**src/include/hwm_pkg.sv**
```systemverilog
// Constants and carrier types for the hardware monitor port block
package hwm_pkg;
   // Low index map
   localparam logic [6:0] IDX_CFG = 7'h40;
   localparam logic [6:0] IDX_STAT1 = 7'h41;
   localparam logic [6:0] IDX_STAT2 = 7'h42;
   localparam logic [6:0] IDX_MASK1 = 7'h43;
   localparam logic [6:0] IDX_MASK2 = 7'h44;
   localparam logic [6:0] IDX_NMSK1 = 7'h45;
   localparam logic [6:0] IDX_NMSK2 = 7'h46;
   localparam logic [6:0] IDX_FANDIV = 7'h47;
   localparam logic [6:0] IDX_DEVID = 7'h49;
   localparam logic [6:0] IDX_PROP = 7'h4C;
   localparam logic [6:0] IDX_FANIO = 7'h4D;
   localparam logic [6:0] IDX_BANK = 7'h4E;
   localparam logic [6:0] IDX_VENDOR = 7'h4F;
   // Banked window 50h-5Fh, sensor 2 page
   localparam logic [2:0] BANK_WIN = 3'h5;
   localparam logic [2:0] BANK_TEMP2 = 3'h1;
   localparam logic [2:0] BANK_TEMP3 = 3'h2;
   localparam logic [6:0] IDX_B_TEMP = 7'h50;
   localparam logic [6:0] IDX_B_TLSB = 7'h51;
   localparam logic [6:0] IDX_B_CFG = 7'h52;
   localparam logic [6:0] IDX_B_HYST = 7'h53;
   localparam logic [6:0] IDX_B_OVER = 7'h55;
   // RAM windows
   localparam logic [6:0] IDX_RAM_END = 7'h3F;
   localparam logic [6:0] IDX_ALIAS_LO = 7'h60;
   // Field positions
   localparam int BUSY_BIT = 7;
   localparam int CFG_INIT_BIT = 7;
   localparam int CFG_STOP_BIT = 3;
   localparam int CFG_IRQEN_BIT = 1;
   localparam int CFG_RUN_BIT = 0;
   localparam int PROP_S2MODE_BIT = 6;
   localparam int BCFG_OVTMODE_BIT = 2;
   localparam int STAT_S2_BIT = 5;
   // Reset values
   localparam logic [6:0] PTR_RST = 7'h00;
   localparam logic [7:0] CFG_RST = 8'h08;
   localparam logic [7:0] ZERO_RST = 8'h00;
   localparam logic [7:0] NMSK2_RST = 8'h40;
   localparam logic [7:0] FANDIV_RST = 8'h50;
   localparam logic [7:0] FANIO_RST = 8'h15;
   localparam logic [7:0] BANK_RST = 8'h80;
   localparam logic [7:0] HYST_RST = 8'h4B;
   localparam logic [7:0] OVER_RST = 8'h50;
   // Identity values, arbitrary
   localparam logic [7:0] DEVICE_ID = 8'h0A;
   localparam logic [7:0] VENDOR_HI = 8'h12;
   localparam logic [7:0] VENDOR_LO = 8'h34;
   // Alert trackers
   typedef enum logic [1:0] {THERM_COOL = 2'b01, THERM_HOT = 2'b10} hwm_therm_t;
   // Host port strobe group
   typedef struct packed {logic sel; logic rd; logic wr; logic [7:0] wdata;} hwm_port_req_t;
   // Sensor 2 conversion result
   typedef struct packed {logic [7:0] temp; logic conv_done;} hwm_sense_t;
endpackage

```
**src/core/hwm_core.sv**
```systemverilog
// Hardware monitor index/data ports, mask logic and sensor 2 alert outputs
`timescale 1ns/1ns
// What this block does
// - Property bit 6 picks comparator or two-times mode for sensor 2 interrupt
// - Comparator: over-limit raises interrupt; reading status registers clears it
// - Comparator: cleared but still above hysteresis, re-raise on next conversion
// - Comparator: no new sensor 2 events while the raised one is uncleared
// - Comparator: repeat raise-clear-reraise until temperature drops below hysteresis
// - Two-times: interrupt on over-limit, again below hysteresis once cleared
// - Two-times: after clearing, stay quiet while above hysteresis
// - Over-temperature output follows sensor 2 only; a sensor 3 page temperature read also releases latched mode
// - Bank 52h bit 2 clear selects comparator over-temperature mode
// - Comparator output asserts above limit, holds until below hysteresis
// - Bank 52h bit 2 set selects latched over-temperature mode
// - Latched mode: assert above limit, release on temperature register read
// - Latched mode: after release, latch again when falling below hysteresis
// - Latched mode: after release, no reassert while above hysteresis
// - Index port: 7-bit pointer resetting to 00h, read-only busy bit 7
// - Busy sets on index port write or during serial-bus transaction
// - Busy set by index write clears on next data port access
// - Data access at 41h advances pointer to 42h
// - Data access at 43h advances pointer to 44h
// - Data access at 45h advances pointer to 46h
// - Data port reads and writes the location the pointer selects
// - Management interrupt driven only while config bit 1 is set
// - Mask bit set keeps its status bit from raising the interrupt
module hwm_core (
   input wire logic ref_clk,
   input wire logic reset_n,
   input wire hwm_pkg::hwm_port_req_t port_req,
   input wire hwm_pkg::hwm_sense_t sense,
   input wire logic [15:0] status_evt,
   input wire logic serial_busy,
   output logic [7:0] port_rdata_q,
   output logic mgmt_interrupt_out_n,
   output logic overtemp_alert_out_n
);
   import hwm_pkg::*;

   logic idx_wr, data_rd, data_wr, data_acc;
   logic [6:0] ptr_q;
   logic busy_q;
   logic pair_lo, soft_init, bank_hit, ram_hit;
   logic [5:0] ram_idx;
   logic [7:0] ram_q [64];
   logic [7:0] cfg_q, mask1_q, mask2_q, nmsk1_q, nmsk2_q;
   logic [7:0] fandiv_q, prop_q, fanio_q, bank_q;
   logic [7:0] bcfg_q, hyst_q, over_q;
   logic [15:0] stat_q, stat_set, stat_clr, mask_all;
   logic conv, t_hi, t_lo, temp_rd;
   logic s2_two, s2_pend, s2_evt;
   hwm_therm_t s2_st_q, s2_st_d;
   logic ovt_int, ovt_set;
   hwm_therm_t ovt_st_q, ovt_st_d;
   logic [7:0] rd_mux;

   // Port strobe decode; sel low is the index port, high the data port
   assign idx_wr = port_req.wr & ~port_req.sel;
   assign data_rd = port_req.rd & port_req.sel;
   assign data_wr = port_req.wr & port_req.sel;
   assign data_acc = data_rd | data_wr;

   // Location decode for the current pointer
   assign pair_lo = (ptr_q == IDX_STAT1) | (ptr_q == IDX_MASK1) | (ptr_q == IDX_NMSK1);
   assign bank_hit = (ptr_q[6:4] == BANK_WIN);
   assign ram_hit = (ptr_q <= IDX_RAM_END) | (ptr_q >= IDX_ALIAS_LO);
   assign ram_idx = (ptr_q >= IDX_ALIAS_LO) ? {1'b1, ptr_q[4:0]} : ptr_q[5:0];
   assign soft_init = data_wr & (ptr_q == IDX_CFG) & port_req.wdata[CFG_INIT_BIT];

   // Index pointer load and auto-increment over the paired registers
   always_ff @(posedge ref_clk or negedge reset_n) begin
      if (!reset_n) begin
         ptr_q <= PTR_RST;
      end else if (idx_wr) begin
         ptr_q <= port_req.wdata[6:0];
      end else if (data_acc && pair_lo) begin // other data accesses hold
         ptr_q <= ptr_q + 7'h01;
      end
   end

   // Busy flag owned by the host port; serial activity is merged on read
   always_ff @(posedge ref_clk or negedge reset_n) begin
      if (!reset_n) begin
         busy_q <= 1'b0;
      end else if (idx_wr) begin
         busy_q <= 1'b1;
      end else if (data_acc) begin
         busy_q <= 1'b0;
      end
   end

   // POST and value RAM; upper window aliases the value area
   always_ff @(posedge ref_clk) begin
      if (data_wr && ram_hit) begin
         ram_q[ram_idx] <= port_req.wdata;
      end
   end

   // Configuration, mask and control registers; init bit restores defaults
   always_ff @(posedge ref_clk or negedge reset_n) begin
      if (!reset_n) begin
         cfg_q <= CFG_RST;
         mask1_q <= ZERO_RST;
         mask2_q <= ZERO_RST;
         nmsk1_q <= ZERO_RST;
         nmsk2_q <= NMSK2_RST;
         fandiv_q <= FANDIV_RST;
         prop_q <= ZERO_RST;
         fanio_q <= FANIO_RST;
         bank_q <= BANK_RST;
      end else if (soft_init) begin
         cfg_q <= CFG_RST;
         mask1_q <= ZERO_RST;
         mask2_q <= ZERO_RST;
         nmsk1_q <= ZERO_RST;
         nmsk2_q <= NMSK2_RST;
         fandiv_q <= FANDIV_RST;
         prop_q <= ZERO_RST;
         fanio_q <= FANIO_RST;
         bank_q <= BANK_RST;
      end else if (data_wr) begin
         case (ptr_q)
            IDX_CFG: cfg_q <= port_req.wdata;
            IDX_MASK1: mask1_q <= port_req.wdata;
            IDX_MASK2: mask2_q <= {2'b00, port_req.wdata[5:0]};
            IDX_NMSK1: nmsk1_q <= port_req.wdata;
            IDX_NMSK2: nmsk2_q <= port_req.wdata;
            IDX_FANDIV: fandiv_q <= {port_req.wdata[7:4], 4'h0};
            IDX_PROP: prop_q <= port_req.wdata;
            IDX_FANIO: fanio_q <= port_req.wdata;
            IDX_BANK: bank_q <= {port_req.wdata[7], 4'h0, port_req.wdata[2:0]};
            default: ;
         endcase
      end
   end

   // Sensor 2 page in the banked window: mode, hysteresis and limit
   always_ff @(posedge ref_clk or negedge reset_n) begin
      if (!reset_n) begin
         bcfg_q <= ZERO_RST;
         hyst_q <= HYST_RST;
         over_q <= OVER_RST;
      end else if (soft_init) begin
         bcfg_q <= ZERO_RST;
         hyst_q <= HYST_RST;
         over_q <= OVER_RST;
      end else if (data_wr && bank_q[2:0] == BANK_TEMP2) begin
         case (ptr_q)
            IDX_B_CFG: bcfg_q <= port_req.wdata;
            IDX_B_HYST: hyst_q <= port_req.wdata;
            IDX_B_OVER: over_q <= port_req.wdata;
            default: ;
         endcase
      end
   end

   // Conversion qualifier and signed comparisons against the limits
   assign conv = sense.conv_done & cfg_q[CFG_RUN_BIT] & ~cfg_q[CFG_STOP_BIT];
   assign t_hi = $signed(sense.temp) > $signed(over_q);
   assign t_lo = $signed(sense.temp) < $signed(hyst_q);
   assign temp_rd = data_rd & bank_hit & (ptr_q[6:1] == IDX_B_TEMP[6:1])
      & ((bank_q[2:0] == BANK_TEMP2) | (bank_q[2:0] == BANK_TEMP3));

   // Sensor 2 interrupt tracker; a pending status bit blocks new events
   assign s2_two = prop_q[PROP_S2MODE_BIT];
   assign s2_pend = stat_q[STAT_S2_BIT];
   always_comb begin
      s2_evt = 1'b0;
      s2_st_d = s2_st_q;
      if (conv) begin
         unique case (s2_st_q)
            THERM_COOL: begin
               if (t_hi) begin
                  s2_evt = ~s2_pend;
                  s2_st_d = (s2_two && s2_pend) ? THERM_COOL : THERM_HOT;
               end
            end
            THERM_HOT: begin
               if (t_lo) begin
                  s2_evt = s2_two & ~s2_pend;
                  s2_st_d = (s2_two && s2_pend) ? THERM_HOT : THERM_COOL;
               end else begin
                  s2_evt = ~s2_two & ~s2_pend;
               end
            end
         endcase
      end
   end

   // Sensor 2 tracker state
   always_ff @(posedge ref_clk or negedge reset_n) begin
      if (!reset_n) begin
         s2_st_q <= THERM_COOL;
      end else begin
         s2_st_q <= s2_st_d;
      end
   end

   // Status bits: reading a status register clears it, a new event wins
   assign stat_set = status_evt | {10'h000, s2_evt, 5'h00};
   assign stat_clr = {{8{data_rd && ptr_q == IDX_STAT2}}, {8{data_rd && ptr_q == IDX_STAT1}}};
   always_ff @(posedge ref_clk or negedge reset_n) begin
      if (!reset_n) begin
         stat_q <= 16'h0000;
      end else if (soft_init) begin
         stat_q <= stat_set;
      end else begin
         stat_q <= (stat_q & ~stat_clr) | stat_set;
      end
   end

   // Management interrupt: enabled, not stopped, any unmasked status bit
   assign mask_all = {mask2_q, mask1_q};
   always_ff @(posedge ref_clk or negedge reset_n) begin
      if (!reset_n) begin
         mgmt_interrupt_out_n <= 1'b1;
      end else begin
         mgmt_interrupt_out_n <= ~(cfg_q[CFG_IRQEN_BIT] & ~cfg_q[CFG_STOP_BIT]
            & (|(stat_q & ~mask_all)));
      end
   end

   // Over-temperature tracker for latched mode, fed by sensor 2 only
   assign ovt_int = bcfg_q[BCFG_OVTMODE_BIT];
   always_comb begin
      ovt_set = 1'b0;
      ovt_st_d = ovt_st_q;
      if (conv) begin
         unique case (ovt_st_q)
            THERM_COOL: begin
               if (t_hi) begin
                  ovt_set = 1'b1;
                  ovt_st_d = THERM_HOT;
               end
            end
            THERM_HOT: begin
               if (t_lo) begin
                  ovt_set = 1'b1;
                  ovt_st_d = THERM_COOL;
               end
            end
         endcase
      end
   end

   // Over-temperature tracker state
   always_ff @(posedge ref_clk or negedge reset_n) begin
      if (!reset_n) begin
         ovt_st_q <= THERM_COOL;
      end else begin
         ovt_st_q <= ovt_st_d;
      end
   end

   // Over-temperature pin: comparator follows limits, latched waits for a read
   always_ff @(posedge ref_clk or negedge reset_n) begin
      if (!reset_n) begin
         overtemp_alert_out_n <= 1'b1;
      end else if (ovt_int) begin
         if (ovt_set) begin
            overtemp_alert_out_n <= 1'b0;
         end else if (temp_rd) begin
            overtemp_alert_out_n <= 1'b1;
         end
      end else if (conv && t_hi) begin
         overtemp_alert_out_n <= 1'b0;
      end else if (conv && t_lo) begin
         overtemp_alert_out_n <= 1'b1;
      end
   end

   // Read mux for both ports
   always_comb begin
      rd_mux = 8'h00;
      if (!port_req.sel) begin
         rd_mux = {busy_q | serial_busy, ptr_q};
      end else if (ram_hit) begin
         rd_mux = ram_q[ram_idx];
      end else if (bank_hit) begin
         if (bank_q[2:0] == BANK_TEMP2) begin
            case (ptr_q)
               IDX_B_TEMP: rd_mux = sense.temp;
               IDX_B_CFG: rd_mux = bcfg_q;
               IDX_B_HYST: rd_mux = hyst_q;
               IDX_B_OVER: rd_mux = over_q;
               default: rd_mux = 8'h00;
            endcase
         end
      end else begin
         case (ptr_q)
            IDX_CFG: rd_mux = cfg_q;
            IDX_STAT1: rd_mux = stat_q[7:0];
            IDX_STAT2: rd_mux = stat_q[15:8];
            IDX_MASK1: rd_mux = mask1_q;
            IDX_MASK2: rd_mux = mask2_q;
            IDX_NMSK1: rd_mux = nmsk1_q;
            IDX_NMSK2: rd_mux = nmsk2_q;
            IDX_FANDIV: rd_mux = fandiv_q;
            IDX_DEVID: rd_mux = DEVICE_ID;
            IDX_PROP: rd_mux = prop_q;
            IDX_FANIO: rd_mux = fanio_q;
            IDX_BANK: rd_mux = bank_q;
            IDX_VENDOR: rd_mux = bank_q[BUSY_BIT] ? VENDOR_HI : VENDOR_LO;
            default: rd_mux = 8'h00;
         endcase
      end
   end

   // Read data register, loaded on any read strobe
   always_ff @(posedge ref_clk or negedge reset_n) begin
      if (!reset_n) begin
         port_rdata_q <= 8'h00;
      end else if (port_req.rd) begin
         port_rdata_q <= rd_mux;
      end
   end
endmodule // hwm_core

```
**config.mk**
```make
export PLATFORM = sky130hd
export DESIGN_NAME = hwm_core
export DESIGN_NICKNAME = d
export VERILOG_FILES = /design/src/include/hwm_pkg.sv /design/src/core/hwm_core.sv
export SDC_FILE = /design/constraint.sdc
export NUM_CORES = 1
export LEC_CHECK = 0
export ABC_AREA = 1
export CAP_MARGIN = 0
export CORE_MARGIN = 4
export CORE_UTILIZATION = 55
export CTS_CLUSTER_DIAMETER = 120
export DETAILED_ROUTE_END_ITERATION = 10
export DONT_BUFFER_PORTS = 1
export GPL_TIMING_DRIVEN = 0
export MAX_ROUTING_LAYER = met4
export PLACE_DENSITY_LB_ADDON = 0.05
export SYNTH_ARGS = -nofsm -noshare
export SYNTH_HDL_FRONTEND = slang
export SYNTH_SLANG_ARGS = --single-unit
export TNS_END_PERCENT = 5
```
**constraint.sdc**
```tcl
create_clock -name ref_clk -period 5.55 [get_ports ref_clk]
set_input_delay 0.555 -clock ref_clk [delete_from_list [all_inputs] [get_ports ref_clk]]
set_output_delay 0.555 -clock ref_clk [all_outputs]
set_load 0.01 [all_outputs]
```
==> reports/results.ini, run 1 <==
[cts]
cts_tree=built
holdBufCountCts=2
numCtsBuffers=69
h-tree-depth=3
clk_latency_ns=0.62
cts.path.max_buffers=3
cts_resized=0
root_buffer=clkbuf_16
clk_pin_slew_ns=0.06
cts.sinks=636
cts_setup_buffers=0

[routing]
top_layer=met4
wl_met1_mm=34.5
met2_length_mm=41.0
via_count=21319
drtAntennaViolNets=0
drt_iter0_markers=2816
drc=0
route.met3.wl_mm=9.38
wire_per_inst_um=24.4
routed_wl_mm=88.8
first_pass_iters=7
via_per_inst=5.85

[sta]
skew_ns=0.0248
rsz0062_at_grt=no
fmax_ghz=0.264
slew_headroom=0.110
fin_crit_sh=0.682
tns_ns=0
drv_slew=0
layout_setup_ws_ns=1.76
worst_pin_slew_ns=1.33
setup_viol=0
finalCriticalPeriod_ns=3.79
hold_viol_final=0

[final_layout]
drive_gt1_frac=0.0855
nets=2976
post-route-util=0.622
final_common_cell=nand2_1
diodes=0
syn2layout_area_growth_pct=11.2
final_cell_mix=nand2_1, edfxtp_1, nor2_1

[global_routing]
grt_pass1_wl_mm=129
overflow=0
grt_max_degree=125
antenna_found_initial=1
grt_pass1_vias=19820
grt_util_all_layers=0.335

[worst_setup_path]
r2r_slack_ns=1.76
setup.worst_path.end_class=flip-flop
crit_required_ns=5.77
start_kind=flip-flop
reg2reg_from=ptr_q[0]$_DFFE_PN0P_
cp_max_fo=10
reg2regPathDepth=10
criticalPathCategory=flip-flop to flip-flop
arrival_ns=4.01
reg2reg_to=ram_q[31][6]$_DFFE_PP_

[place]
gp_congestion=0.983
io_buffers=0
pre_cts_slack_ns=1.92
post-dp-hpwl_mm=58.4

[power]
vdd_drop_max_mv=0.347
power.density_nw_per_um2=432
leakage_nw=12.9

[floorplan]
core_area_um2=50400
start_util=0.559
die_h_um=234
die_w_um=234
std_cell_rows=82
die_area_um2=54900
io_pins=49

[synthesis]
synth_cell_type_count=45
synth_nets=2903
syn-cell-area_um2=28200
avgSynthCellArea_um2=9.91
synth.ff_latch_count=636
syn-instance-count=2845
synth_warnings=0
seq_area_frac_synth=0.656

[min_path]
hold_path.class=primary input to flip-flop
whs_endpoint=stat_q[14]$_DFF_PN0_
min_from=status_evt[14]
min_path_cells=1

[outcome]
status=finished, final reports clean

[flow_run]
drv_cap=0

[cells in the mapped netlist, drive strengths merged]
master   count  share of area
a2111oi      1        0.00031
a211oi       1        0.00027
a21o         1        0.00027
a21oi       66          0.012
a221oi       2        0.00062
a31o        16         0.0050
a31oi        2        0.00044
and3         1        0.00022
buf         84          0.016
clkbuf      31         0.0041
clkinv       2        0.00031
dfrtp      106          0.094
dfstp       18          0.017
edfxtp     512           0.55
ha          19         0.0084
inv        238          0.032
nand2     1068           0.14
nand3      137          0.026
nand3b       1        0.00027
nand4       17         0.0038
nor2       255          0.038
nor3         4        0.00071
o211ai      30         0.0080
o21a         3        0.00080
o21ai      198          0.035
o221ai       1        0.00031
o22ai       11         0.0024
o31ai        1        0.00075
or2         18         0.0040
xor2         1        0.00031
[cells by family after synthesis]
family                   count (synthesis)  share of synthesized area
AO/OA/AOI/OAI                          333                     0.0661
XOR/XNOR                                 1                   0.000311
adder cells (fa/ha/maj)                 19                    0.00844
buffers and inverters                  355                     0.0523
flip-flops                             636                      0.656
AND/OR/NAND/NOR                       1501                      0.216
[stage by stage]
step	power (W)	hold slack [ns]	area [um^2]	instances
after floorplan	0.00761	0.259	28200	2845
after detailed placement	0.00883	0.262	29000	3517
after CTS	0.0135	0.0196	31300	3644
final	0.0135	0.0432	31300	3644
after global routing	0.0140	0.0160	31300	3644
after global placement	0.00878	0.262	29000	3517
[area by class of cell]
cell class,instances,area [um^2]
multi-input combinational,1854,8210
buffer,115,566
fill,4160,19000
clock inverter,30,343
sequential,636,18500
clock buffer,95,1940
timing repair buffer,2,37.5
inverter,240,907
tap,672,841
[how the worst max path moves through the flow]
| stage | from | end | slack (ns) | depth (start not counted) |
|---|---|---|---|---|
| 4_1_cts | ptr_q[0]$_DFFE_PN0P_ | ram_q[30][2]$_DFFE_PP_ | 1.90 | 10 |
| 2_1_floorplan | ptr_q[0]$_DFFE_PN0P_ | mask1_q[5]$_DFFE_PN0P_ | 3.11 | 16 |
| 3_3_place_gp | ptr_q[0]$_DFFE_PN0P_ | ram_q[30][2]$_DFFE_PP_ | 1.95 | 10 |
| 6_report | ptr_q[0]$_DFFE_PN0P_ | ram_q[31][6]$_DFFE_PP_ | 1.76 | 10 |
| 5_1_grt | ptr_q[0]$_DFFE_PN0P_ | ram_q[58][3]$_DFFE_PP_ | 1.75 | 10 |
| 3_5_place_dp | ptr_q[0]$_DFFE_PN0P_ | ram_q[30][6]$_DFFE_PP_ | 1.92 | 10 |
[worst max-delay path: stages, from the launching register on]
cell	delay (ns)
dfrtp_1	0.44
inv_1	0.10
buf_2	0.25
nor2_2	0.19
nand3_1	0.11
nand2_1	0.06
nand3_2	0.23
inv_2	0.19
nor2_8	0.21
nand2_1	0.45
nor2_1	1.14
[per-layer routing]
layer	vias up	GRT usage
met5	-	-
met4	0	0.126
met3	238	0.0771
met2	1257	0.516
met1	10250	0.439
li1	9574	-
[sequential cells by signal, indices dropped and copies added, names as in the netlist]
name                  count
bank_q                    4
bcfg_q                    8
busy_q                    1
cfg_q                     8
fandiv_q                  4
fanio_q                   8
hyst_q                    8
mask1_q                   8
mask2_q                   6
mgmt_interrupt_out_n      1
nmsk1_q                   8
nmsk2_q                   8
over_q                    8
overtemp_alert_out_n      1
ovt_st_q                  2
port_rdata_q              8
prop_q                    8
ptr_q                     7
ram_q                   512
s2_st_q                   2
stat_q                   16
[power breakdown]
group / leakage, nW / switching [W] / internal [W]
sequential: 6.10 / 0.000206 / 0.00548
combinational: 5.66 / 0.00235 / 0.000817
clock: 1.11 / 0.00190 / 0.00278
No activity file was read; power rests on OpenSTA's default activity.
==> inputs of run 2 (changes only) <==
==> constraint.sdc (replaced) <==
create_clock -name ref_clk -period 3.75 [get_ports ref_clk]
set_input_delay 0.375 -clock ref_clk [delete_from_list [all_inputs] [get_ports ref_clk]]
set_output_delay 0.375 -clock ref_clk [all_outputs]
set_load 0.01 [all_outputs]
==> reports/results.ini, run 2 (synthesis gave the netlist of run 1 again) <==
[outcome]
status=complete, but fails checks
violations=setup timing

[worst_setup_path]
cp_max_fo=10  ; unchanged
cp-startpoint=ptr_q[0]$_DFFE_PN0P_
crit_slowest_cell=nor2_1
reg2reg_from=ptr_q[0]$_DFFE_PN0P_
cpMostUsedCell=nand3_2
crit_required_ns=3.96  ; -1.81 ns
criticalPathCategory=flip-flop to flip-flop
reg2regPathDepth=10  ; unchanged
start_kind=flip-flop
setup.worst_path.end_class=flip-flop
arrival_ns=4.02  ; about the same
path_cells=inv_1 > buf_2 > nor2_2 > nand3_1 > nand2_1 > nand3_2 > inv_2 > nor2_8 > nand3_2 > nor2_1
slowest_delay_ns=1.17  ; +0.03 ns

[sta]
rsz0062_at_grt=yes
hold_viol_final=0  ; unchanged
tns_ns=-0.575  ; -0.575 ns
finalCriticalPeriod_ns=3.81  ; +0.0270 ns
layout_setup_ws_ns=-0.0635  ; -1.83 ns
hold_slack_ns=0.0639  ; +0.0206 ns
drv_slew=0  ; unchanged
slew_headroom=0.102  ; -0.00800
skew_ns=0.0264  ; +0.00165 ns
fmax_ghz=0.262  ; -0.71%
fin_crit_sh=1.02  ; +0.335
setup_viol=21  ; +21
worst_pin_slew_ns=1.34  ; +0.0120 ns

[final_layout]
reg_top3=ram_q x512, stat_q x16
post-route-util=0.630  ; +0.00835
final_common_cell=nand2_1
drive_gt1_frac=0.0884  ; +0.00290
syn2layout_area_growth_pct=12.7
final_cell_mix=nand2_1, edfxtp_1, nor2_1
largest_register_ffs=512  ; unchanged
largest_register=ram_q
nets=3003  ; +0.91%

[routing]
via_count=21473  ; +0.72%
first_pass_iters=8  ; +1
routed_wl_mm=91.2  ; +2.7%
wire_per_inst_um=24.8  ; +1.9%
drtAntennaViolNets=0  ; unchanged
via_per_inst=5.85  ; about the same
drt_iter0_markers=2800  ; -0.57%
drc=0  ; unchanged

[power]
leakage_nw=13.1  ; +1.4%
vdd_drop_max_mv=0.514  ; +48%
power.density_nw_per_um2=636  ; +47%
finalPower_w=0.0202  ; +49%

[floorplan]
core_area_um2=50400  ; unchanged
die_w_um=234  ; unchanged
std_cell_rows=82  ; unchanged
io_pins=49  ; unchanged
die_h_um=234  ; unchanged
die_area_um2=54900  ; unchanged
start_util=0.559  ; unchanged

[cts]
clk_latency_ns=0.62  ; about the same
numCtsBuffers=69  ; unchanged
clk_pin_slew_ns=0.06  ; about the same
h-tree-depth=3  ; unchanged
root_buffer=clkbuf_16
cts.path.max_buffers=3  ; unchanged
cts_tree=built
cts.sinks=636  ; unchanged

[place]
gp_congestion=0.983  ; unchanged
io_buffers=0  ; unchanged
pre_cts_slack_ns=0.118  ; -1.80 ns
post-dp-hpwl_mm=58.4  ; unchanged

[global_routing]
grt_pass1_wl_mm=132  ; +2.2%
overflow=0  ; unchanged
grt_max_degree=125  ; unchanged
grt_util_all_layers=0.344  ; +0.00953
grt_pass1_vias=20041  ; +1.1%
antenna_found_initial=1  ; unchanged

[min_path]
hold_path.class=primary input to flip-flop
min_from=port_req[7]
min_path_cells=3  ; +2

[flow_run]
drv_cap=0  ; unchanged

run 2: power by group:
group | total [W] | internal [W] | leakage, nW | switching (W)
Clock | 0.00694 | 0.00411 | 1.11 | 0.00282
Sequential | 0.00842 | 0.00812 | 6.10 | 0.000305
Combinational | 0.00484 | 0.00125 | 5.84 | 0.00359
run 2: area by class of cell:
cell class	instances	area (um^2)
plain buffers	115	566
flip-flops and latches	636	18500
well taps	672	841
diodes	1	2.50
fillers	4119	18600
multi-input cells	1854	8220
inverters	240	907
clock buffers	95	1940
repair buffers	29	448
clock inverters	30	343
run 2: worst max-delay path: cells and delay by family (launching register included):
| kind | cells | cell delay [ns] |
|---|---|---|
| and+or+nand+nor | 7 | 2.40 |
| buffers and inverters | 3 | 0.56 |
| DFF | 1 | 0.44 |
run 2: final timing paths:
check	endpoint	slack, ns
worst max-delay path	ram_q[50][2]$_DFFE_PP_	-0.06
worst min-delay path	mask2_q[5]$_DFFE_PN0P_	0.06
worst max register to register	ram_q[50][2]$_DFFE_PP_	-0.06
worst min register to register	fanio_q[0]$_DFFE_PN1P_	0.47
max in group asynchronous	nmsk1_q[3]$_DFFE_PN0P_	2.78
min in group asynchronous	nmsk1_q[7]$_DFFE_PN0P_	0.46
run 2: through the flow:
stage               area (um^2)  cells
finish                    31800   3672
global route              31800   3672
CTS                       31800   3671
detailed placement        29000   3517
global placement          29000   3517
floorplan                 28200   2845
run 2: per-layer routing:
metal,wire length (um),track usage,vias to the layer above,share of wire
li1,-,-,9635,-
met1,34800,0.452,10322,0.38
met2,41700,0.523,1291,0.46
met3,10500,0.0827,225,0.12
met4,4180,0.138,0,0.046
met5,0,-,-,0
run 2: timing repair:
| item | CTS | global route |
|---|---|---|
| setup endpoints to repair | 0 | 31 |
| hold buffers | 29 | 0 |
| endpoints found under the hold margin | 662 | 0 |
| resized for setup | 0 | 3 |
| buffers inserted | 0 | 0 |
